==> config.mk <==
export PLATFORM = sky130hd
export DESIGN_NAME = csl_status_led
export DESIGN_NICKNAME = d
export VERILOG_FILES = /design/src/design/csl_pkg.sv /design/src/design/csl_channel.sv /design/src/design/csl_status_led.sv
export SDC_FILE = /design/constraint.sdc
export NUM_CORES = 1
export LEC_CHECK = 0
export ABC_AREA = 1
export BUFFER_PORTS_ARGS = -buffer_cell sky130_fd_sc_hd__buf_2
export CAP_MARGIN = 10
export CORE_ASPECT_RATIO = 1.4
export CORE_MARGIN = 2
export CORE_UTILIZATION = 40
export CTS_CLUSTER_DIAMETER = 150
export CTS_CLUSTER_SIZE = 8
export DETAILED_ROUTE_END_ITERATION = 8
export GPL_TIMING_DRIVEN = 1
export PLACE_DENSITY_LB_ADDON = 0.25
export SYNTH_ARGS = -nofsm -noshare
export SYNTH_HDL_FRONTEND = slang
export SYNTH_HIERARCHICAL = 1
export SYNTH_SLANG_ARGS = --single-unit
==> constraint.sdc <==
create_clock -name sys_clk -period 2.5 [get_ports sys_clk]
set_input_delay 0.25 -clock sys_clk [delete_from_list [all_inputs] [get_ports sys_clk]]
set_output_delay 0.25 -clock sys_clk [all_outputs]
set_load 0.005 [all_outputs]
==> src/design/csl_pkg.sv <==
package csl_pkg;
    // ----------------------------------------
    // Register map
    // ----------------------------------------
    localparam logic [7:0] ADDR_CHAN_A_STATUS_CONTROL = 8'h0C; // Channel A status/control
    localparam logic [7:0] ADDR_CHAN_B_STATUS_CONTROL = 8'h0D; // Channel B status/control
    localparam logic [7:0] ADDR_INDICATOR_PIN_CONTROL = 8'h0E; // Indicator pin control
    // ----------------------------------------
    // Channel status field positions
    // ----------------------------------------
    localparam int BIT_SOFT_RESET = 7;
    localparam int BIT_FRAMER_ON = 6;
    localparam int BIT_ILIM_LATCHED = 5;
    localparam int BIT_UNDERVOLT_LATCHED = 4;
    localparam int BIT_DRIVER_FAULT_LATCHED = 3;
    localparam int BIT_ILIM_LIVE = 2;
    localparam int BIT_UNDERVOLT_LIVE = 1;
    localparam int BIT_DRIVER_FAULT_LIVE = 0;
    // ----------------------------------------
    // Indicator field positions inside one nibble
    // ----------------------------------------
    localparam int BIT_LED2_ON = 3;
    localparam int BIT_ERROR_PIN_SELECT = 2;
    localparam int BIT_LED1_ON = 1;
    localparam int BIT_READY_PIN_SELECT = 0;
    localparam int CHAN_B_NIBBLE_BASE = 4;
    // ----------------------------------------
    // Reset values
    // ----------------------------------------
    localparam logic [1:0] CHAN_CTRL_RESET = 2'h0;
    localparam logic [2:0] LATCHED_RESET = 3'h0;
    localparam logic [3:0] INDICATOR_NIBBLE_RESET = 4'h0;
    // ----------------------------------------
    // Soft reset sequencing
    // ----------------------------------------
    localparam logic [1:0] SOFT_RESET_CYCLES = 2'h2;
    // ----------------------------------------
    // Carriers
    // ----------------------------------------
    // Real-time faults of one channel
    typedef struct packed {
        logic ilim;
        logic undervolt;
        logic driver_fault;
    } csl_fault_t;
    // Register access strobes
    typedef struct packed {
        logic [7:0] addr;
        logic [7:0] wdata;
        logic wr;
        logic rd;
    } csl_access_t;
    // Soft reset sequencer states
    typedef enum logic [2:0] {
        SR_IDLE = 3'b001,
        SR_BUSY = 3'b010,
        SR_DONE = 3'b100
    } csl_sr_state_t;
endpackage : csl_pkg

==> src/design/csl_channel.sv <==
`timescale 1ns/100ps
// One channel: control bits, fault sampling, latched flags, soft reset
module csl_channel
(
    input wire logic sys_clk,
    input wire logic rst_n,
    input wire csl_pkg::csl_fault_t fault_pin,
    input wire logic write_hit,
    input wire logic read_hit,
    input wire logic [7:0] wdata,
    output logic [7:0] status_value,
    output logic soft_reset_pulse,
    output logic framer_on,
    output logic latched_any
);
    // ----------------------------------------
    // Fault synchronisers
    // ----------------------------------------
    csl_pkg::csl_fault_t sync1; // First stage, read only by sync2
    csl_pkg::csl_fault_t sync2; // Second stage
    csl_pkg::csl_fault_t live; // Previous sample for edge detect
    csl_pkg::csl_fault_t next_live;
    logic [2:0] latched; // Clear-on-read flags
    logic [2:0] next_latched;
    logic framer; // Framer enable
    logic next_framer;
    csl_pkg::csl_sr_state_t sr_state; // Soft reset sequencer
    csl_pkg::csl_sr_state_t next_sr_state;
    logic [1:0] sr_count; // Cycles spent in reset
    logic [1:0] next_sr_count;
    logic chan_clear; // Channel-local reset in progress

    // Synchroniser stages: fault pins are asynchronous
    always_ff @(posedge sys_clk)
    begin
        if (!rst_n)
        begin
            sync1 <= '0;
            sync2 <= '0;
        end
        else
        begin
            sync1 <= fault_pin;
            sync2 <= sync1;
        end
    end

    // ----------------------------------------
    // Next-state logic
    // ----------------------------------------
    always_comb
    begin
        next_sr_state = sr_state;
        next_sr_count = sr_count;
        next_framer = framer;
        next_live = sync2; // RQ9 RQ10 RQ11
        next_latched = latched;
        chan_clear = 1'b0;
        case (sr_state)
            csl_pkg::SR_IDLE:
            begin
                if (write_hit && wdata[csl_pkg::BIT_SOFT_RESET])
                begin
                    next_sr_state = csl_pkg::SR_BUSY; // RQ1
                    next_sr_count = '0;
                end
            end
            csl_pkg::SR_BUSY:
            begin
                chan_clear = 1'b1; // RQ1
                next_sr_count = sr_count + 2'h1;
                if (sr_count == csl_pkg::SOFT_RESET_CYCLES - 2'h1)
                begin
                    next_sr_state = csl_pkg::SR_DONE;
                end
            end
            csl_pkg::SR_DONE:
            begin
                next_sr_state = csl_pkg::SR_IDLE; // RQ3
            end
            default:
            begin
                next_sr_state = csl_pkg::SR_IDLE;
            end
        endcase
        // Clear on read, then a rising edge sets: set wins over the clear
        if (read_hit)
        begin
            next_latched = '0; // RQ7
        end
        next_latched = next_latched | (sync2 & ~live); // RQ6 RQ19
        if (write_hit && sr_state == csl_pkg::SR_IDLE)
        begin
            next_framer = wdata[csl_pkg::BIT_FRAMER_ON]; // RQ4
        end
        if (chan_clear)
        begin
            // Live image follows the pin; only own channel state returns to power-on
            next_framer = csl_pkg::CHAN_CTRL_RESET[0]; // RQ1 RQ2
            next_latched = csl_pkg::LATCHED_RESET;
        end
    end

    // Registering of channel state
    always_ff @(posedge sys_clk)
    begin
        if (!rst_n)
        begin
            sr_state <= csl_pkg::SR_IDLE;
            sr_count <= '0;
            framer <= csl_pkg::CHAN_CTRL_RESET[0];
            live <= '0;
            latched <= csl_pkg::LATCHED_RESET;
        end
        else
        begin
            sr_state <= next_sr_state;
            sr_count <= next_sr_count;
            framer <= next_framer;
            live <= next_live;
            latched <= next_latched;
        end
    end

    // ----------------------------------------
    // Outputs
    // ----------------------------------------
    // Reset bit reads one until the sequence completes
    assign status_value = {sr_state != csl_pkg::SR_IDLE, framer, latched, live}; // RQ3
    assign soft_reset_pulse = chan_clear; // Clears FIFOs and indicator nibble
    assign framer_on = framer;
    assign latched_any = |latched; // RQ8
endmodule : csl_channel

==> src/design/csl_status_led.sv <==
`timescale 1ns/100ps
// How it works
// RQ1 - Soft reset returns channel state to power-on
// RQ2 - Other channel and global bits untouched
// RQ3 - Soft reset bit clears itself when done
// RQ4 - Framer enable activates handler and FIFOs
// RQ5 - Host keeps framer off with external UART
// RQ6 - Latched faults set on rising edge only
// RQ7 - Status read clears latched flags only
// RQ8 - Any latched fault raises status interrupt
// RQ9 - Live current limit follows supply limiter
// RQ10 - Live undervoltage follows supply comparator
// RQ11 - Live driver fault follows line driver
// RQ12 - LED2 bit drives error pin when unselected
// RQ13 - Error select shows receive error flag
// RQ14 - Error indicator ignores error irq mask
// RQ15 - LED1 bit drives ready pin when unselected
// RQ16 - Ready select shows receive ready flag
// RQ17 - Ready indicator ignores ready irq mask
// RQ18 - Channel B mirrors A, upper nibble
// RQ19 - Edge during read keeps flag set
// RQ20 - Host is serial interface master
module csl_status_led
(
    input wire logic sys_clk,
    input wire logic rst_n,
    input wire csl_pkg::csl_access_t reg_access,
    output logic [7:0] reg_rdata,
    output logic reg_hit,
    input wire csl_pkg::csl_fault_t chan_a_fault,
    input wire csl_pkg::csl_fault_t chan_b_fault,
    input wire logic chan_a_receive_error_flag,
    input wire logic chan_a_receive_ready_flag,
    input wire logic chan_b_receive_error_flag,
    input wire logic chan_b_receive_ready_flag,
    input wire logic chan_a_error_irq_mask,
    input wire logic chan_a_ready_irq_mask,
    input wire logic chan_b_error_irq_mask,
    input wire logic chan_b_ready_irq_mask,
    output logic chan_a_framer_on,
    output logic chan_b_framer_on,
    output logic chan_a_fifo_clear,
    output logic chan_b_fifo_clear,
    output logic status_interrupt,
    output logic chan_a_error_led_pin_n,
    output logic chan_a_ready_led_pin_n,
    output logic chan_b_error_led_pin_n,
    output logic chan_b_ready_led_pin_n
);
    // ----------------------------------------
    // Decode
    // ----------------------------------------
    // Address match, used for every register
    function automatic logic csl_match(input logic [7:0] addr, input logic [7:0] reg_addr);
        csl_match = (addr == reg_addr);
    endfunction : csl_match

    logic [1:0] chan_write; // Per-channel write strobes
    logic [1:0] chan_read; // Per-channel read strobes
    logic ind_write; // Indicator register write
    logic [7:0] chan_status [2]; // Channel status images
    logic [1:0] chan_clear; // Channel soft reset in progress
    logic [1:0] framer_vec; // Framer enables
    logic [1:0] latched_vec; // Any latched fault per channel
    logic [7:0] indicator; // Indicator control
    logic [7:0] next_indicator;
    logic [7:0] rdata; // Read data register
    logic [7:0] next_rdata;
    logic [1:0] err_flag; // Receive error flags by channel
    logic [1:0] rdy_flag; // Receive ready flags by channel
    logic [3:0] pin_on; // Active pin drive {b_rdy,b_err,a_rdy,a_err}
    logic [3:0] next_pin_on;
    csl_pkg::csl_fault_t fault_in [2];

    assign chan_write[0] = reg_access.wr && csl_match(reg_access.addr, csl_pkg::ADDR_CHAN_A_STATUS_CONTROL);
    assign chan_write[1] = reg_access.wr && csl_match(reg_access.addr, csl_pkg::ADDR_CHAN_B_STATUS_CONTROL);
    assign chan_read[0] = reg_access.rd && csl_match(reg_access.addr, csl_pkg::ADDR_CHAN_A_STATUS_CONTROL);
    assign chan_read[1] = reg_access.rd && csl_match(reg_access.addr, csl_pkg::ADDR_CHAN_B_STATUS_CONTROL);
    assign ind_write = reg_access.wr && csl_match(reg_access.addr, csl_pkg::ADDR_INDICATOR_PIN_CONTROL);
    assign reg_hit = csl_match(reg_access.addr, csl_pkg::ADDR_CHAN_A_STATUS_CONTROL)
                  || csl_match(reg_access.addr, csl_pkg::ADDR_CHAN_B_STATUS_CONTROL)
                  || csl_match(reg_access.addr, csl_pkg::ADDR_INDICATOR_PIN_CONTROL);
    assign fault_in[0] = chan_a_fault;
    assign fault_in[1] = chan_b_fault;
    assign err_flag = {chan_b_receive_error_flag, chan_a_receive_error_flag};
    assign rdy_flag = {chan_b_receive_ready_flag, chan_a_receive_ready_flag};

    // ----------------------------------------
    // Channels
    // ----------------------------------------
    // Same logic for both channels, B simply sits one address higher
    for (genvar ch = 0; ch < 2; ch++)
    begin : g_chan
        csl_channel u_chan
        (
            .sys_clk(sys_clk),
            .rst_n(rst_n),
            .fault_pin(fault_in[ch]),
            .write_hit(chan_write[ch]),
            .read_hit(chan_read[ch]),
            .wdata(reg_access.wdata),
            .status_value(chan_status[ch]),
            .soft_reset_pulse(chan_clear[ch]),
            .framer_on(framer_vec[ch]),
            .latched_any(latched_vec[ch])
        ); // RQ18
    end

    // ----------------------------------------
    // Indicator register and pins
    // ----------------------------------------
    // Nibble per channel; a soft reset clears only its own nibble
    always_comb
    begin
        next_indicator = indicator;
        next_pin_on = pin_on; // Every bit is rewritten below; default keeps the process latch-free
        if (ind_write)
        begin
            next_indicator = reg_access.wdata;
        end
        if (chan_clear[0])
        begin
            next_indicator[3:0] = csl_pkg::INDICATOR_NIBBLE_RESET; // RQ1 RQ2
        end
        if (chan_clear[1])
        begin
            next_indicator[7:4] = csl_pkg::INDICATOR_NIBBLE_RESET; // RQ1 RQ2 RQ18
        end
        for (int ch = 0; ch < 2; ch++)
        begin
            // Masks are not consulted: the pins show raw status
            if (indicator[ch * csl_pkg::CHAN_B_NIBBLE_BASE + csl_pkg::BIT_ERROR_PIN_SELECT])
            begin
                next_pin_on[ch * 2] = err_flag[ch]; // RQ13 RQ14
            end
            else
            begin
                next_pin_on[ch * 2] = indicator[ch * csl_pkg::CHAN_B_NIBBLE_BASE + csl_pkg::BIT_LED2_ON]; // RQ12
            end
            if (indicator[ch * csl_pkg::CHAN_B_NIBBLE_BASE + csl_pkg::BIT_READY_PIN_SELECT])
            begin
                next_pin_on[ch * 2 + 1] = rdy_flag[ch]; // RQ16 RQ17
            end
            else
            begin
                next_pin_on[ch * 2 + 1] = indicator[ch * csl_pkg::CHAN_B_NIBBLE_BASE + csl_pkg::BIT_LED1_ON]; // RQ15
            end
        end
    end

    // ----------------------------------------
    // Read path
    // ----------------------------------------
    // Data registered so the latched image is the one before the clear
    always_comb
    begin
        next_rdata = rdata;
        if (reg_access.rd)
        begin
            if (csl_match(reg_access.addr, csl_pkg::ADDR_CHAN_A_STATUS_CONTROL))
            begin
                next_rdata = chan_status[0];
            end
            else if (csl_match(reg_access.addr, csl_pkg::ADDR_CHAN_B_STATUS_CONTROL))
            begin
                next_rdata = chan_status[1];
            end
            else if (csl_match(reg_access.addr, csl_pkg::ADDR_INDICATOR_PIN_CONTROL))
            begin
                next_rdata = indicator;
            end
            else
            begin
                next_rdata = 8'h00; // Unmapped reads as zero
            end
        end
    end

    // Registering of shared state
    always_ff @(posedge sys_clk)
    begin
        if (!rst_n)
        begin
            indicator <= {2{csl_pkg::INDICATOR_NIBBLE_RESET}};
            rdata <= 8'h00;
            pin_on <= 4'h0;
        end
        else
        begin
            indicator <= next_indicator;
            rdata <= next_rdata;
            pin_on <= next_pin_on;
        end
    end

    // ----------------------------------------
    // Outputs
    // ----------------------------------------
    assign reg_rdata = rdata;
    assign chan_a_framer_on = framer_vec[0]; // RQ4
    assign chan_b_framer_on = framer_vec[1]; // RQ4
    assign chan_a_fifo_clear = chan_clear[0]; // RQ1
    assign chan_b_fifo_clear = chan_clear[1]; // RQ1
    assign status_interrupt = |latched_vec; // RQ8
    // Pins are active low: low lights the LED or flags the event
    assign chan_a_error_led_pin_n = ~pin_on[0];
    assign chan_a_ready_led_pin_n = ~pin_on[1];
    assign chan_b_error_led_pin_n = ~pin_on[2];
    assign chan_b_ready_led_pin_n = ~pin_on[3];

    // Masks are deliberately unused by the pin logic
    logic unused_masks;
    assign unused_masks = chan_a_error_irq_mask ^ chan_a_ready_irq_mask ^ chan_b_error_irq_mask ^ chan_b_ready_irq_mask;
endmodule : csl_status_led

# Word level (Yosys, flattened, before mapping)
# Index checks and enable logic that the tools add are counted.
word_totals:
  out_inout_bits: 18
  wordCells: 99
  in_bits: 34
  register_bits: 56
op_classes:
  bitwise_logic: 11
  mux: 21
  reduce_logical: 20
  eq_ne: 15
  add_sub_neg: 2
ops:
  columns: ["operator", "count"]
  rows:
  - ["8-bit by 4-bit == test with 1-bit output, second input constant", 3]
  - ["8-bit 2-to-1 mux", 3]
  - ["3-bit 2-to-1 mux", 6]
  - ["3-bit one-hot mux with 2 select lines", 2]
  - ["1-bit logical AND", 9]
  - ["2-bit by 1-bit != test with 1-bit output, second input constant", 4]
  - ["2-bit one-hot mux with 2 select lines", 2]
  - ["2-bit AND reduction", 4]
  - ["3-bit bitwise AND", 2]
  - ["3-bit by 1-bit == test with 1-bit output, second input constant", 2]
  - ["3-bit by 2-bit == test with 1-bit output, second input constant", 2]
  - ["1-bit 2-to-1 mux", 6]
  - ["3-bit by 1-bit != test with 1-bit output, second input constant", 2]
  - ["3-bit inverter", 2]
  - ["3-bit OR", 2]
  - ["6-bit OR reduction", 1]
  - ["1-bit inverter", 5]
  - ["2-bit by 1-bit adder with 2-bit output, second input constant", 2]
  - ["2-bit by 1-bit == test with 1-bit output, second input constant", 2]
  - ["2-bit 2-to-1 mux", 2]
  - ["2-bit nonzero test", 2]
  - ["2-bit OR reduction", 2]
  - ["1-bit logical OR", 2]

# Depth between registers and ports, before layout
logic_depth:
  word_depth: 5
  mapped_depth: 11
  ltp_nobuf: 11

# Hierarchy
# The synthesis kept the hierarchy.
modules_own_cells:
  columns: ["module", "instances", "cells_each", "seq_area_each_um2", "area_each_um2"]
  rows:
  - ["csl_channel", 2, 86, 360.3, 683.2]
  - ["csl_status_led", 1, 158, 400.4, 1198.6]

# Least setup slack after synthesis
# OpenSTA, ideal clock, no wires.
synth_path:
  path_type: "input -> register"
  start: "in reg_access[17] (netlist bit)"
  end: "reg g_chan[0].u_chan.sr_count[0]"
  setup_time_ns: 0.109
  setup_slack_ns: 1.161
  required_time_ns: 2.391
  t_arrival_ns: 1.230
  cell_stages: 10
  n_path_buf: 0
  path_cell_list: "nor2_1 nand2_1 nor2_8 inv_6 nor2_1 nand2_1 nand3_1 nand3_1 nand2_1 inv_1"
synth_via:
  elab_chain_cells: 5
synth_rtl:
  columns: ["item", "line_no", "text"]
  rows:
  - ["from (decl)", "csl_status_led.sv:27", "input wire csl_pkg::csl_access_t reg_access,"]
  - ["8-bit by 4-bit == test with 1-bit output", "csl_status_led.sv:55", "csl_match = (addr == reg_addr);"]
  - ["1-bit logical AND", "csl_status_led.sv:75", "assign chan_write[0] = reg_access.wr && csl_match(reg_access.addr, csl_pkg::ADDR_CHAN_A_STATUS_CONTROL);"]
  - ["named net chan_write[0]", "csl_status_led.sv:58", "logic [1:0] chan_write;"]
  - ["1-bit logical AND", "csl_channel.sv:62", "if (write_hit && wdata[csl_pkg::BIT_SOFT_RESET])"]
  - ["2-bit by 1-bit != test with 1-bit output (no line)", null, null]
  - ["2-bit AND reduction (no line)", null, null]
  - ["to (signal assigned)", "csl_channel.sv:118", "sr_count <= next_sr_count;"]
  - ["to (decl)", "csl_channel.sv:29", "logic [1:0] sr_count;"]
# The timed path passes the listed nets, and every way through them passes these cells.
# A chain may end at the register's enable or synchronous reset.

# Worst setup path in the final report
layout_path:
  start: "reg g_chan[1].u_chan.latched[2]"
  end: "out status_interrupt"
layout_via:
  elab_chain_cells: 1
layout_rtl:
  columns: ["item", "line_no", "text"]
  rows:
  - ["from (decl)", "csl_channel.sv:23", "logic [2:0] latched;"]
  - ["from (signal assigned)", "csl_channel.sv:113", "latched <= csl_pkg::LATCHED_RESET;"]
  - ["from (signal assigned)", "csl_channel.sv:121", "latched <= next_latched;"]
  - ["6-bit OR reduction", "csl_status_led.sv:204", "assign status_interrupt = |latched_vec;"]
  - ["to (decl)", "csl_status_led.sv:44", "output logic status_interrupt,"]
# Every way passes these cells.

==> impl_metrics.yaml <==
run_status:
  status: "finished clean"
timing:
  relSlewSlack_pct: 63.44
  worst_slew_pin_slew_ns: 0.5484
  fin_crit_ns: 1.485
  setup_tns_ns: 0
  skew_ns: 0.009696
  slew_violations: 0
  grt_setup_unrepaired: "no"
  setup_viol: 0
  period_share_pct: 59.39
  fmax_ghz: 0.6735
  hold_viol: 0
worst_setup_path:
  cp.arrival_ns: 1.23
  r2r-end: "indicator[2]"
  cp_top_family: "simple AND/OR/NAND/NOR gates"
  critPathKind: "flop to primary output"
  r2r_slack_ns: 1.27
  crit_fanout: 2
  path_cells: "inv_1 -> nand3_1 -> or2_2 -> buf_2"
  crit_required_ns: 2.25
  r2r-start: "g_chan[0].u_chan/sr_state[2]"
  cp.depth: 4
  cpMaxStageDelayCell: "dfxtp_1"
  path_buf_inv: 2
  worst-r2r-cell-count: 5
  critPathMaxStageDelay_ns: 0.32
  crit_path_end_kind: "primary output"
  critPathLaunchType: "flop"
drt:
  ant_nets: 0
  dr_total_vias: 2063
  routedWlPerCell_um: 11.14
  drtIter0Drc: 99
  drcViolationCount: 0
  drt_pass1_iterations: 4
  avgViaCountPerCell: 4.584
  wl_mm: 5.012
final_layout:
  antennaDiodeCount: 0
  syn_to_final_growth_pct: 14.34
  fin_util_pct: 47.22
  final_common_cell: "inv_1"
  layout_common_cells: "inv_1 (75), dfxtp_1 (56), nand2_1 (49), buf_2 (47), nand3_1 (32)"
  fill_cells: 657
  drive_gt1_share_pct: 25.40
  fin_cells: 450
  fin_nets: 413
hold_path:
  min_from: "chan_b_fault[1]"
  hold_path.class: "primary input to flop"
  holdPathEnd: "g_chan[1].u_chan/sync1[1]"
  hold_path_depth: 3
yosys:
  synth_area_leaders: "dfxtp_1 (44%), inv_1 (11%), nand2_1 (7.2%)"
  ys_warn_count: 6
  netlist_area_sq_um: 2565
  ys_seq_area_share_pct: 43.71
  ys_types: 29
  synth_seq_cells: 56
  synthCells: 330
  syn_nets: 366
  yosys.area.top_type_share_pct: 43.71
  synth_area_per_cell_sq_um: 7.773
  synth_top_area_cell: "dfxtp_1"
clocking:
  numClockSinks: 56
  numCtsBuffers: 5
  cts-root-buf: "clkbuf_8"
  cts_hold_buf: 0
  clkLatencyLatePin_ns: 0.30
  clockBufferDepth: 2
  cts.clk_slew.worst_paths_ns: 0.10
  cts_resized: 0
  post_cts_buffers: 0
  htree_levels: 2
  tritoncts: "done"
placed_design:
  placed_cells: 442
  place_congestion: 0.7864
  hpwl_mm: 3.812
  port_buffers: 47
global_routing:
  grt_pass1_wl_mm: 8.652
  grt_max_degree: 30
  grt_use_total_pct: 15.45
  grt_overflow: 0
  antenna_found_initial: 0
  grt_pass1_vias: 2039
die:
  start_util_pct: 41.30
  die_h_um: 98.75
  coreArea_sq_um: 6211
  rows: 34
  die-width_um: 71.68
  ios: 52
  die-area_sq_um: 7078
power_and_ir_drop:
  total_power_mw: 1.542
  p_per_area_nw_per_um2: 525.6
  ir_worst_vdd_v: 0.0002722
  leakage_nw: 1.560
job:
  maxCapViolations: 0
==> report_power, final <==
| group | internal (mW) | switching [mW] |
|---|---|---|
| clock network | 0.226 | 0.282 |
| registers | 0.909 | 0.00711 |
| logic | 0.0449 | 0.0731 |
| total | 1.18 | 0.362 |
==> cell families after synthesis <==
logic type	synth area share [%]
DFF	43.71
adders and majority gates	0.9755
AOI/OAI and AO/OA	12.73
buffers and inverters	14.34
and+or+nand+nor	28.24
==> how the worst max path moves through the flow <==
| stage | startpoint | endpoint | slack, ns |
|---|---|---|---|
| after floorplan | reg_access[17] | g_chan[0].u_chan/sr_count[0] | 1.16 |
| after global placement | reg_access[15] | g_chan[0].u_chan/sr_count[0] | 0.89 |
| after detailed placement | reg_access[15] | g_chan[0].u_chan/sr_count[0] | 0.85 |
| after CTS | g_chan[1].u_chan/latched[2] | status_interrupt | 0.99 |
| after global routing | g_chan[1].u_chan/latched[2] | status_interrupt | 0.94 |
| final | g_chan[1].u_chan/latched[2] | status_interrupt | 1.02 |
==> Yosys cell counts (all sizes together) <==
library cell,count
buf,6
nand3,41
a21oi,36
o21ai,12
dfxtp,56
a211oi,1
nand2,54
or2,5
inv,83
nand3b,2
ha,2
nand4,2
o22ai,6
clkbuf,1
nor2,23
==> final cells by class <==
cell class	instances	area (sq um)	share of cell area (%)
Clock buffer	7	86.33	2.944
Clock inverter	1	7.507	0.2560
Inverter	83	316.6	10.79
Multi-Input combinational cell	184	1076	36.69
Sequential cell	56	1121	38.23
Tap cell	72	90.09	3.072
Timing Repair Buffer	47	235.2	8.020
==> state kept, by name, indices dropped and copies added, names as in the netlist <==
register,flops
reg_rdata,8
g_chan.u_chan/sr_count,4
g_chan.u_chan/latched,6
pin_on,4
indicator,8
g_chan.u_chan/status_value,6
g_chan.u_chan/sr_state,6
g_chan.u_chan/next_live,6
g_chan.u_chan/sync1,6
g_chan.u_chan/framer_on,2
==> tightest hold or removal path: cells and delay by family <==
family | cells | cell delay, ns
buffers and inverters | 2 | 0.11
AND/OR/NAND/NOR | 1 | 0.04
==> metrics by stage <==
step,setup slack (ns),hold WS [ns],area (sq um)
after global routing,0.9437,0.1194,2933
after detailed placement,0.8519,0.3992,2839
final,1.015,0.1223,2933
after global placement,0.8939,0.3924,2839
after floorplan,1.161,0.3476,2565
after CTS,0.9906,0.1130,2933
==> metal layers <==
| layer | GRT usage, % | vias up | part of all wire (%) | wire, um |
|---|---|---|---|---|
| met4 | 7.983 | 0 | 2.8 | 141 |
| met1 | 16.30 | 899 | 43 | 2147 |
| met3 | 2.352 | 10 | 3.2 | 160 |
| met2 | 28.77 | 40 | 51 | 2562 |
| met5 | 0 | - | 0 | 0 |
| li1 | - | 1114 | - | - |
Power figures use the tool's default switching activity.
